[config.mk]
export PLATFORM = sky130hd
export DESIGN_NAME = lpddr2_memory_rw_tester
export DESIGN_NICKNAME = d
export VERILOG_FILES = /design/src/inc/tester_pkg.sv /design/src/logic/lpddr2_memory_rw_tester.sv
export SDC_FILE = /design/constraint.sdc
export NUM_CORES = 1
export LEC_CHECK = 0
export BUFFER_PORTS_ARGS = -buffer_cell sky130_fd_sc_hd__buf_2
export CELL_PAD_IN_SITES_DETAIL_PLACEMENT = 0
export CELL_PAD_IN_SITES_GLOBAL_PLACEMENT = 2
export CORE_MARGIN = 2
export CORE_UTILIZATION = 30
export DETAILED_ROUTE_END_ITERATION = 10
export PLACE_DENSITY = 0.74
export SYNTH_ARGS = -nofsm -noshare
export SYNTH_HDL_FRONTEND = slang
export SYNTH_SLANG_ARGS = --single-unit
[constraint.sdc]
create_clock -name ref_clk -period 7.5 [get_ports ref_clk]
set_clock_uncertainty 0.2 [all_clocks]
set_input_delay 0.75 -clock ref_clk [delete_from_list [all_inputs] [get_ports ref_clk]]
set_output_delay 0.75 -clock ref_clk [all_outputs]
set_load 0.05 [all_outputs]
[src/inc/tester_pkg.sv]
// Constants and carrier types for the memory read/write self-test engine.
// Assumes a memory controller with an Avalon-MM user port and 32-bit words.
// What this block does
// - Test logic runs on a 40 MHz clock; the controller's 330 MHz system clock is derived from 125 MHz.
// - Write and read-back passes cover the whole 512MB memory bank.
// - Write generated sequence everywhere, then read back and compare to regenerated copy.
// - Every memory read and write goes over the Avalon-MM user port.
// - Each start-button press regenerates control signals and, if init and calibration succeeded, launches a fresh run.
// - All three green LEDs are lit while the start button is held.
// - Heartbeat LED blinks continuously after release, showing the clock is alive.
// - Pass LED blinks after release only if init and calibration succeeded.
// - Clean run leaves pass LED steadily lit; failed run never steady on.
package tester_pkg;

  localparam int REF_CLK_MHZ = 125;
  localparam int SYS_CLK_MHZ = 330;
  localparam longint CLK_HZ = 40_000_000;

  localparam longint MEM_BYTES = 64'd536870912;
  localparam int DATA_W = 32;
  localparam int WORD_BYTES = DATA_W / 8;
  localparam int MEM_ADDR_W = $clog2(MEM_BYTES / WORD_BYTES);

  localparam int BLINK_HALF_MS = 250;
  localparam int BLINK_HALF_CYCLES = int'(CLK_HZ / 1000 * BLINK_HALF_MS);

  localparam logic [DATA_W-1:0] SEQ_SEED = 32'h1234_5678;
  localparam logic [DATA_W-1:0] SEQ_POLY = 32'h04c1_1db7;

  localparam logic [2:0] LEDS_ALL_ON = 3'h7;
  localparam int LED_RESET_BIT = 0;
  localparam int LED_PASS_BIT = 1;
  localparam int LED_HEART_BIT = 2;

  typedef struct packed {
    logic read;
    logic write;
    logic [MEM_ADDR_W-1:0] address;
    logic [DATA_W-1:0] writedata;
  } mem_req_t;

  typedef struct packed {
    logic waitrequest;
    logic readdatavalid;
    logic [DATA_W-1:0] readdata;
  } mem_rsp_t;

  typedef struct packed {
    logic init_done;
    logic cal_success;
  } ctl_status_t;

endpackage

[src/logic/lpddr2_memory_rw_tester.sv]
// Self-test engine that fills the memory and verifies it on each button press, if init and calibration succeeded.
// Assumes ref_clk is the controller's user-side clock and all inputs are synchronous to it.
`timescale 1ns/1ps
`default_nettype none

module lpddr2_memory_rw_tester #(
  parameter int TEST_ADDR_W = tester_pkg::MEM_ADDR_W,
  parameter int BLINK_HALF = tester_pkg::BLINK_HALF_CYCLES
) (
  // Clock and reset
  input wire logic ref_clk,
  input wire logic rst,
  // Operator button, low while pressed
  input wire logic start_button_n,
  // Controller status
  input wire tester_pkg::ctl_status_t ctl_status,
  // Avalon-MM user port
  output var tester_pkg::mem_req_t mem_req,
  input wire tester_pkg::mem_rsp_t mem_rsp,
  // Indicators
  output logic [2:0] green_indicator_bus
);
  import tester_pkg::*;

  typedef enum logic [2:0] {
    ST_IDLE, ST_NOCAL, ST_WRITE, ST_READ, ST_DRAIN, ST_DONE
  } run_state_t;

  localparam logic [MEM_ADDR_W-1:0] LAST_WORD = MEM_ADDR_W'((64'd1 << TEST_ADDR_W) - 64'd1);

  function automatic logic [DATA_W-1:0] seq_step(input logic [DATA_W-1:0] v);
    seq_step = {v[DATA_W-2:0], 1'b0} ^ (v[DATA_W-1] ? SEQ_POLY : '0);
  endfunction

  run_state_t state_reg;
  mem_req_t req_reg;
  logic [DATA_W-1:0] gen_reg;
  logic [DATA_W-1:0] chk_reg;
  logic [MEM_ADDR_W-1:0] chk_addr_reg;
  logic fail_reg;
  logic held_reg;
  logic blink_reg;
  logic [31:0] blink_cnt_reg;
  logic [2:0] led_reg;

  wire held = !start_button_n;
  wire released = held_reg && !held;
  wire cal_ok = ctl_status.init_done && ctl_status.cal_success;
  wire wr_taken = req_reg.write && !mem_rsp.waitrequest;
  wire rd_taken = req_reg.read && !mem_rsp.waitrequest;
  wire at_last = req_reg.address == LAST_WORD;
  wire checking = (state_reg == ST_READ) || (state_reg == ST_DRAIN);
  wire got_word = checking && mem_rsp.readdatavalid;
  wire mismatch = got_word && (mem_rsp.readdata != chk_reg);
  wire running = (state_reg == ST_WRITE) || checking;
  wire blink_wrap = blink_cnt_reg == 32'(BLINK_HALF - 1);

  wire pass_led = running ? blink_reg : (state_reg == ST_DONE) && !fail_reg;
  wire [2:0] led_next = held ? LEDS_ALL_ON : {blink_reg, pass_led, 1'b0};

  assign mem_req = req_reg;
  assign green_indicator_bus = led_reg;

  always_ff @(posedge ref_clk or posedge rst) begin
    if (rst) begin
      blink_cnt_reg <= '0;
      blink_reg <= 1'b0;
      led_reg <= '0;
      held_reg <= 1'b0;
    end else begin
      blink_cnt_reg <= blink_wrap ? '0 : blink_cnt_reg + 32'd1;
      blink_reg <= blink_wrap ? !blink_reg : blink_reg;
      led_reg <= led_next;
      held_reg <= held;
    end
  end

  always_ff @(posedge ref_clk or posedge rst) begin
    if (rst) begin
      state_reg <= ST_IDLE;
      req_reg <= '0;
      gen_reg <= '0;
      chk_reg <= '0;
      chk_addr_reg <= '0;
      fail_reg <= 1'b0;
    end else if (held) begin
      state_reg <= ST_IDLE;
      req_reg.read <= 1'b0;
      req_reg.write <= 1'b0;
      fail_reg <= 1'b0;
    end else if (released) begin
      if (cal_ok) begin
        state_reg <= ST_WRITE;
        req_reg.write <= 1'b1;
        req_reg.address <= '0;
        req_reg.writedata <= SEQ_SEED;
        gen_reg <= seq_step(SEQ_SEED);
        chk_reg <= SEQ_SEED;
        chk_addr_reg <= '0;
      end else begin
        state_reg <= ST_NOCAL;
      end
    end else begin
      case (state_reg)
        ST_WRITE: begin
          if (wr_taken && at_last) begin
            req_reg.write <= 1'b0;
            req_reg.read <= 1'b1;
            req_reg.address <= '0;
            state_reg <= ST_READ;
          end else if (wr_taken) begin
            req_reg.address <= req_reg.address + 1'b1;
            req_reg.writedata <= gen_reg;
            gen_reg <= seq_step(gen_reg);
          end
        end
        ST_READ: begin
          if (rd_taken && at_last) begin
            req_reg.read <= 1'b0;
            state_reg <= ST_DRAIN;
          end else if (rd_taken) begin
            req_reg.address <= req_reg.address + 1'b1;
          end
        end
        default: begin
          state_reg <= state_reg;
        end
      endcase
      if (got_word) begin
        chk_reg <= seq_step(chk_reg);
        chk_addr_reg <= chk_addr_reg + 1'b1;
        if (chk_addr_reg == LAST_WORD) begin
          state_reg <= ST_DONE;
        end
      end
      if (mismatch) begin
        fail_reg <= 1'b1;
      end
    end
  end
endmodule

`default_nettype wire

==> results of run 1 <==
## kinds of logic after synthesis
group	Yosys count
flip-flops	173
XOR/XNOR	112
multiplexers	2
AO/OA/AOI/OAI	145
adder cells (fa/ha/maj)	3
buffers and inverters	74
AND/OR/NAND/NOR	341
## final timing paths
check	end	slack [ns]	depth (start not counted)	start
worst max-delay path	chk_addr_reg[14]	4.29	6	green_indicator_bus[0]
worst min-delay path	blink_cnt_reg[29]	0.21	2	rst
worst max register to register	chk_addr_reg[14]	4.29	6	green_indicator_bus[0]
worst min register to register	blink_cnt_reg[6]	0.27	1	blink_cnt_reg[6]
max in group asynchronous	mem_req[30]	5.70	3	rst
min in group ref_clk	blink_cnt_reg[6]	0.27	1	blink_cnt_reg[6]
## power groups by stage
| stage | Sequential [mW] | Clock [mW] | Combinational, mW |
|---|---|---|---|
| 6_report | 0.987 | 0.905 | 0.147 |
| 3_3_place_gp | 1.01 | 0 | 0.149 |
| 5_1_grt | 0.991 | 0.978 | 0.164 |
| 2_1_floorplan | 1.03 | 0 | 0.0800 |
| 3_5_place_dp | 1.01 | 0 | 0.149 |
| 4_1_cts | 0.988 | 0.937 | 0.150 |
## through the flow
step	setup WS (ns)	std cells	power, mW	cell area [um2]
after global routing	3.95	1314	2.13	9780
after global placement	3.94	1282	1.16	9160
after CTS	4.28	1314	2.08	9780
after detailed placement	3.92	1282	1.16	9160
final	4.29	1314	2.04	9780
after floorplan	1.86	850	1.11	8450
## placed cells by master (no fill, tap or decap), types with 19 or more instances in the layout
cell type and instances:
a21oi_1 20, xnor2_1 49, and3_1 19, a22o_1 22, xor2_1 63, o21ai_0 58, nor3_1 27, dfrtp_1 173
nand2_1 86, buf_2 102, nor2_1 75, nand3_1 58
## layer usage
layer / routed length (um) / up-vias / GRT usage (%)
met5: 0 / - / 0
li1: - / 3111 / -
met4: 189 / 0 / 3.29
met2: 9240 / 98 / 22.2
met1: 10600 / 3105 / 20.9
met3: 659 / 13 / 2.88
## critical path, delay by kind of cell (launching register included)
kind	cells	cell delay, ns
simple gates	4	1.43
compound gates	1	0.80
flops	1	0.48
xor+xnor	1	0.16
## layout make-up
cell class                      instances  area share (%)
Clock buffer                           17            4.35
Clock inverter                         15            1.91
Inverter                               16           0.666
Multi-Input combinational cell        603            38.0
Sequential cell                       173            44.3
Tap cell                              378            4.84
Timing Repair Buffer                  112            5.99
==> key figures, run 1 <==
Floorplanning
  • Core ar.: 0.0278 mm2
  • Initial Util: 30.4%
  • Die Y: 172 um
  • Die W: 172 um
  • I/O pins: just over 100
  • Row count: 61
  • Die ar.: 0.0295 mm2

Logic synthesis
  • Yosys top cell by area: dfrtp_1
  • Synthesized Nets: 892
  • Cell with the most instances after synthesis: dfrtp_1
  • Fraction of the yosys area taken by sequential cells: 51.2%
  • Simple-gate share of the synthesized area: 19.9%
  • Synth top area share: 51.2%
  • Seq cells post-synth: 173
  • Synthesized cell area: 0.00845 mm2
  • Largest family of logic cells by synthesized area: simple AND/OR/NAND/NOR gates
  • Synth top cells by count: 173 x dfrtp_1, 86 x nand2_1, 75 x nor2_1
  • Synth Area in XOR/XNOR: 11.6%
  • Mux cell area share after synthesis: 0.237%
  • Cell count after synthesis: 850
  • Syn_area_per_cell: roughly 9.9 um2
  • Async SR Flop Fraction: 100%
  • Number of synthesized flops with an enable pin: 0
  • Ys flop type: dfrtp_1
  • Yosys warning count: 0
  • Complex-gate fraction of the synthesized area: 11.6%
  • Synth top area cells: dfrtp_1 51%, xor2_1 6.5%, xnor2_1 5.1%
  • Synthesized-area fraction occupied by adder cells: 0.444%
  • Yosys cell types: between 50 and 60

Global route
  • Number of global-route vias before repair: 6057
  • GRT Util Overall: 14.4%
  • Grt ovf: 0
  • First-pass GRT wire length: 33.7 mm
  • Initial antenna violation count: 0
  • Largest net degree at the start of global routing: 68

Timing
  • Period minus WS final: 3.21 ns
  • Fin Setup TNS: 0 ns
  • Highest Clock Rate: roughly 0.31 GHz
  • Max-slew violations: 0
  • Worst-margin pin slew: 1.13 ns
  • Final hold vios: 0
  • Final setup fails: 0
  • Unrepaired setup endpoints after global routing: false
  • Slew headroom: 24.1%
  • Final Cycle Share: 42.8%
  • Hold Slack: 0.206 ns

Power
  • Cell-internal power: 1.46 mW
  • LEAKAGE: 4.36 nW
  • Sw frac: around 29%
  • Sequential share of power: 48.4%
  • Clock network power share: 44.4%
  • Logic pwr share: 7.2%
  • Max VDD drop: 0.000145 V
  • Power per cell area: 209 mW/mm2
  • Switch Pwr: 0.582 mW

Clocking
  • Total CTS buffers: 17
  • Hold buffers post-CTS: 0
  • # H-tree levels: 4
  • CTS tree: yes
  • Root buf cell: clkbuf_16
  • PostCTS Resize Cnt: 0
  • Clock transition at path regs: 0.07 ns
  • Clk sinks: 173
  • Post CTS Setup Buffer Count: 0
  • Clk_lat worst skew: 0.44 ns
  • Longest Clk Path Bufs: 2

Finish
  • Multi-input gate area: 0.00371 mm2
  • FF+latch area: 0.00433 mm2
  • Fill cells: 2886
  • Fraction of layout cells with a size suffix above 1: 17.3%
  • # diodes: 0
  • Max reg flops: 60
  • Layout area overhead: 15.6%
  • Final Util: 35.2%
  • Fin nets: 965

Route
  • Remaining DRCs: 0
  • Drt first pass iters: 5
  • Routed wire per std cell: 15.7 um
  • Number of nets still failing antenna checks after routing: 0
  • Vias/cell: around 4.8
  • DR iter-0 viols: 490
  • Final WL: about 21 mm
  • Detailed-route via count: 6327

Place
  • DP HPWL: 13.8 mm
  • Port buffer count: 102
  • RD Place Congestion: 0.752

Setup path
  • Critical Path Most Common Cell: nor2_1
  • Endpoint class of the critical path: flop
  • WP data required: 7.61 ns
  • CP Cell Sequence: nor2b_1, o211a_1, nor2_1, nor4_1, xnor2_1, nor2_1
  • Arrival time at the worst endpoint: 3.32 ns
  • Crit path kind: reg -> reg
  • CP max stage delay: 0.80 ns
  • Worst Setup Start Kind: flop
  • Critical path's slowest cell: o211a_1
  • Crit path max fanout: 26

Worst hold path
  • HP Class: in -> async

Status
  • Status: completed

Job
  • Max Cap Viol: 0
(Power assumes the default switching activity.)
==> run 2, diff against run 1 <==
clock period = 3 ns   (was 7.5 ns; I/O delays follow)
==> run 2 against run 1 <==
Net effect:
- combinational power grew to 2.6 times the previous value
- core utilization grew 0.59 points
- first-iteration DRC count shrank 34%
- worst setup slack lost 4.0 ns
- global-route usage is essentially flat
- final cell count grew 1.4%
- die area is the same
- power grew to 2.5 times the previous value
- routed wire length shrank 1.3%
- non-clock buffer count grew 19
- critical path type unchanged
- largest cell class unchanged
==> key figures, run 2 (synthesis gave the netlist of run 1 again) <==
Finish
  • Commonest non-fill, non-tap cell in the layout: dfrtp_1
  • Fin nets: 984 (+2.0%)
  • Commonest cells after routing, fill and taps aside: 173 x dfrtp_1, 102 x buf_2, 86 x nand2_1, 75 x nor2_1, 63 x xor2_1
  • Max reg flops: 60 (unchanged)
  • # diodes: 0 (unchanged)
  • Layout area overhead: 17.6%
  • Fill cells: 2863 (-0.80%)
  • Fin cells: 1333 (+1.4%)
  • Fraction of layout cells with a size suffix above 1: 18.7% (+1.4 points)

Place
  • RD Place Congestion: 0.773 (+2.7%)
  • Placed cells: 1299 (+1.3%)
  • Port buffer count: 102 (unchanged)
  • DP HPWL: 14.0 mm (+1.5%)

Clocking
  • Clock transition at path regs: 0.08 ns (about the same)
  • PostCTS Resize Cnt: 0 (unchanged)
  • Total CTS buffers: 17 (unchanged)
  • Clk sinks: 173 (unchanged)
  • Hold buffers post-CTS: 2 (+2)
  • # H-tree levels: 4 (unchanged)
  • Longest Clk Path Bufs: 2 (unchanged)
  • Root buf cell: clkbuf_16
  • CTS tree: yes
  • Post CTS Setup Buffer Count: 0 (unchanged)
  • Clk_lat worst skew: 0.43 ns (about the same)

Setup path
  • FF-to-FF Start: mem_req[32]
  • Arrival time at the worst endpoint: 2.86 ns (-0.46 ns)
  • Endpoint class of the critical path: flop
  • Crit path kind: reg -> reg
  • Crit path max fanout: 13 (-50%)
  • Worst Setup EP: mem_req[10]
  • CP startpoint: mem_req[32]
  • Cell depth of the worst flop-to-flop path: 7 (+1)
  • WP data required: 3.17 ns (-4.44 ns)
  • Setup slack, reg-to-reg: 0.31 ns (-3.98 ns)
  • Worst Setup Start Kind: flop
  • Reg2reg end: mem_req[10]

Route
  • Drt first pass iters: 4 (-1)
  • Detailed-route via count: 6302 (-0.40%)
  • DR iter-0 viols: 325 (-34%)
  • Final WL: 20.4 mm (-1.3%)
  • Vias/cell: 4.73 (-1.8%)
  • Remaining DRCs: 0 (unchanged)
  • Routed wire per std cell: 15.3 um (-2.7%)
  • Number of nets still failing antenna checks after routing: 0 (unchanged)

Floorplanning
  • Die ar.: 0.0295 mm2 (unchanged)
  • Die W: 172 um (unchanged)
  • Row count: 61 (unchanged)
  • I/O pins: 103 (unchanged)
  • Initial Util: 30.4% (unchanged)
  • Core ar.: 0.0278 mm2 (unchanged)
  • Die Y: 172 um (unchanged)

Power
  • Switch Pwr: 1.46 mW (+150%)
  • Sw frac: 28.5% (-0.049 points)
  • Cell-internal power: 3.65 mW (+150%)
  • LEAKAGE: 4.45 nW (+2.1%)
  • Logic pwr share: 7.4% (+0.2 points)
  • Clock network power share: 44.3% (about the same)
  • Sequential share of power: 48.2% (-0.2 points)
  • Power per cell area: 514 mW/mm2 (+150%)
  • Max VDD drop: 0.000336 V (+130%)

Status
  • Status: completed

Timing
  • Slew headroom: 46.2% (+22 points)
  • Final Cycle Share: 89.8% (+47 points)
  • Highest Clock Rate: 0.371 GHz (+19%)
  • Max-slew violations: 0 (unchanged)
  • Worst-margin pin slew: 0.804 ns (-0.330 ns)
  • Unrepaired setup endpoints after global routing: false
  • Final setup fails: 0 (unchanged)
  • Fin Setup TNS: 0 ns (unchanged)
  • Period minus WS final: 2.69 ns (-0.515 ns)
  • Final hold vios: 0 (unchanged)

Global route
  • Initial antenna violation count: 0 (unchanged)
  • Largest net degree at the start of global routing: 62 (-8.8%)
  • GRT Util Overall: 14.5% (+0.035 points)
  • Number of global-route vias before repair: 6159 (+1.7%)
  • Grt ovf: 0 (unchanged)
  • First-pass GRT wire length: 33.9 mm (+0.72%)

Worst hold path
  • HP Class: in -> reg

Job
  • Max Cap Viol: 0 (unchanged)
## run 2: cell count changes in the layout (fill, tap and decap cells not counted)
cell,previous run,this run
inv_6,3,5
clkinv_4,3,1
clkinv_8,5,4
buf_4,10,25
dlygate4sd3_1,0,2
buf_12,0,2
inv_12,1,2
inv_8,4,2
clkinvlp_4,0,2
## run 2: worst min-delay path by stage
stage | startpoint | endpoint | cells after the start
after CTS | ctl_status[0] | state_reg[0] | 4
after global placement | rst | mem_req[53] | 2
after detailed placement | rst | mem_req[53] | 2
final | ctl_status[0] | state_reg[0] | 4
after global routing | ctl_status[0] | state_reg[0] | 4
after floorplan | start_button_n | green_indicator_bus[2] | 1
## run 2: power by group through the flow
| stage | combinational (mW) | sequential, mW | clock, mW |
|---|---|---|---|
| floorplan | 0.200 | 2.56 | 0 |
| global placement | 0.384 | 2.51 | 0 |
| detailed placement | 0.387 | 2.51 | 0 |
| CTS | 0.391 | 2.47 | 2.33 |
| global route | 0.426 | 2.48 | 2.43 |
| finish | 0.380 | 2.46 | 2.27 |
## run 2: through the flow
stage	hold slack, ns	util, %	total power [mW]	cell area, um2	setup WS, ns
2_1_floorplan	0.168	-	2.76	8460	0.108
3_3_place_gp	0.146	33.5	2.90	9320	0.387
3_5_place_dp	0.145	33.5	2.90	9320	0.326
4_1_cts	0.0181	35.8	5.19	9940	0.302
5_1_grt	0.0390	35.8	5.33	9940	0.104
6_report	0.0218	35.8	5.11	9940	0.306
## run 2: cell type report
type | count | area, um2 | area share [%]
clock buffer | 17 | 425 | 4.28
inverter | 16 | 63.8 | 0.642
multi-input combinational | 603 | 3710 | 37.3
clock inverter | 15 | 180 | 1.81
timing repair buffer | 131 | 758 | 7.63
sequential | 173 | 4330 | 43.5
tap | 378 | 473 | 4.76
## run 2: critical path: stages, from the launching register on
cell	delay, ns
dfrtp_1	0.43
ha_1	0.23
nand3_1	0.13
nand4bb_1	0.24
or3_1	0.54
and2_4	0.24
nand2_1	0.40
o22a_1	0.21
## run 2: routing by layer
layer	part of all wire (%)	track usage [%]	vias up
met4	0.63	2.85	0
met5	0	0	-
met3	3.8	3.14	7
li1	-	-	3137
met2	46	22.6	93
met1	50	20.7	3065
==> run 3, diff against run 2 <==
==> constraint.sdc (replaced) <==
create_clock -name ref_clk -period 3 [get_ports ref_clk]
set_clock_uncertainty 0.2 [all_clocks]
set_input_delay 0.15 -clock ref_clk [delete_from_list [all_inputs] [get_ports ref_clk]]
set_output_delay 0.15 -clock ref_clk [all_outputs]
set_load 0.05 [all_outputs]
==> run 3 against run 2 <==
Net effect:
- worst setup slack got worse by 0.14 ns
- die area unchanged
- critical endpoint is now state_reg[0]
- global-route usage down 0.10 points
- highest routed layer unchanged
- fmax decreased by 4.8%
- clock-buffer cell count did not move
- largest cell class unchanged
==> key figures, run 3 (synthesis gave the netlist of run 1 again) <==
Job
  • Max Cap Viol: 0 (unchanged)

Floorplanning
  • Row count: 61 (unchanged)
  • Die Y: 172 um (unchanged)
  • Initial Util: 30.4% (unchanged)
  • Die W: 172 um (unchanged)
  • Die ar.: 0.0295 mm2 (unchanged)
  • Core ar.: 0.0278 mm2 (unchanged)
  • I/O pins: 103 (unchanged)

Clocking
  • Total CTS buffers: 17 (unchanged)
  • Root buf cell: clkbuf_16
  • Hold buffers post-CTS: 7 (+5)
  • Clk sinks: 173 (unchanged)
  • Longest Clk Path Bufs: 2 (unchanged)
  • Clk_lat worst skew: 0.43 ns (about the same)
  • # H-tree levels: 4 (unchanged)
  • Post CTS Setup Buffer Count: 0 (unchanged)
  • Clock transition at path regs: 0.08 ns (about the same)
  • CTS tree: yes
  • PostCTS Resize Cnt: 0 (unchanged)

Global route
  • Initial antenna violation count: 0 (unchanged)
  • GR peak layer: met2
  • Met3 usage: 2.82% (-0.32 points)
  • Grt ovf: 0 (unchanged)
  • First-pass GRT wire length: 33.8 mm (-0.53%)
  • Largest net degree at the start of global routing: 108 (+74%)
  • Met1 GRT Util: 20.9% (+0.20 points)
  • Met2 track demand over resource: 21.9% (-0.75 points)
  • GRT Util Overall: 14.4% (-0.10 points)
  • Number of global-route vias before repair: 6259 (+1.6%)

Timing
  • Unrepaired setup endpoints after global routing: false
  • Slew headroom: 44.5% (-1.7 points)
  • Final hold vios: 0 (unchanged)
  • Final Cycle Share: 94.4% (+4.6 points)
  • Fin Setup TNS: 0 ns (unchanged)
  • Final setup fails: 0 (unchanged)
  • Worst setup margin: 0.169 ns (-0.137 ns)
  • Period minus WS final: 2.83 ns (+0.137 ns)
  • Highest Clock Rate: 0.353 GHz (-4.8%)
  • Max-slew violations: 0 (unchanged)
  • Worst-margin pin slew: 0.830 ns (+0.0258 ns)

Finish
  • Commonest cells after routing, fill and taps aside: 173 x dfrtp_1, 102 x buf_2, 86 x nand2_1, 75 x nor2_1, 63 x xor2_1
  • Layout area overhead: 17.9%
  • Commonest non-fill, non-tap cell in the layout: dfrtp_1
  • Fin nets: 987 (+0.30%)
  • Max reg flops: 60 (unchanged)
  • # diodes: 0 (unchanged)
  • Fin cells: 1336 (+0.23%)
  • Fin area: 0.00996 mm2 (+0.24%)
  • Fraction of layout cells with a size suffix above 1: 18.5% (-0.27 points)

Route
  • Routed wire per std cell: 15.3 um (+0.30%)
  • Number of nets still failing antenna checks after routing: 0 (unchanged)
  • Vias/cell: 4.75 (+0.49%)
  • DR iter-0 viols: 405 (+25%)
  • Final WL: 20.5 mm (+0.53%)
  • Detailed-route via count: 6347 (+0.71%)
  • Drt first pass iters: 5 (+1)
  • Remaining DRCs: 0 (unchanged)

Worst hold path
  • HP Class: in -> reg

Place
  • RD Place Congestion: 0.726 (-6.1%)
  • DP HPWL: 13.7 mm (-1.8%)
  • Port buffer count: 102 (unchanged)
  • Placed cells: 1297 (-0.15%)
  • Cell Area, Placed: 0.00930 mm2 (-0.16%)
  • Dpl ws: 0.328 ns (+0.00166 ns)

Setup path
  • Arrival time at the worst endpoint: 2.94 ns (+0.08 ns)
  • Worst Setup Start Kind: flop
  • Endpoint class of the critical path: flop
  • Crit path max fanout: 8 (-5)
  • Crit path kind: reg -> reg
  • WP data required: 3.11 ns (-0.06 ns)

Power
  • Max VDD drop: 0.000337 V (+0.33%)
  • Overall Power: 5.07 mW (-0.81%)
  • LEAKAGE: 4.45 nW (about the same)
  • Power per cell area: 509 mW/mm2 (-1.0%)

Status
  • Status: completed
## run 3: critical path: stages, from the launching register on
cell and delay, ns:
dfrtp_1 0.43, ha_1 0.23, nand3_1 0.14, nand4bb_1 0.23, or3_1 0.56, o21ai_0 0.24, a31oi_1 0.11, dlygate4sd3_1 0.57
## run 3: final cells by class
class	instances	area, um2
sequential	173	4330
fill	2898	17800
timing repair buffer	134	793
inverter	16	63.8
tap	378	473
clock inverter	15	169
clock buffer	17	425
multi-input combinational	603	3710
## run 3: path summary, 6_finish.rpt
| path | cells past startpoint | endpoint | slack [ns] | start |
|---|---|---|---|---|
| min in group asynchronous | 4 | mem_req[6] | 0.19 | rst |
| max | 7 | state_reg[0] | 0.17 | mem_req[32] |
| max reg2reg | 7 | state_reg[0] | 0.17 | mem_req[32] |
| min | 4 | state_reg[1] | 0.11 | mem_rsp[32] |
| max in group asynchronous | 4 | chk_addr_reg[26] | 1.86 | rst |
| min reg2reg | 1 | blink_cnt_reg[6] | 0.27 | blink_cnt_reg[6] |
## run 3: through the flow
stage,util [%],hold slack [ns]
2_1_floorplan,-,0.0185
4_1_cts,35.9,0.0838
6_report,35.9,0.106
3_3_place_gp,33.5,0.118
5_1_grt,35.9,0.110
3_5_place_dp,33.5,0.123
## run 3: report_power, final
part           switching, mW  leakage (nW)  total [mW]  internal [mW]
Combinational          0.257          1.91       0.386          0.129
Sequential            0.0754          2.26        2.47           2.39
Clock                   1.09         0.286        2.22           1.13
## run 3: metal layers
| layer | vias up | share of wire (%) |
|---|---|---|
| met5 | - | 0 |
| met2 | 90 | 46 |
| li1 | 3139 | - |
| met4 | 0 | 0.73 |
| met3 | 10 | 2.9 |
| met1 | 3108 | 51 |
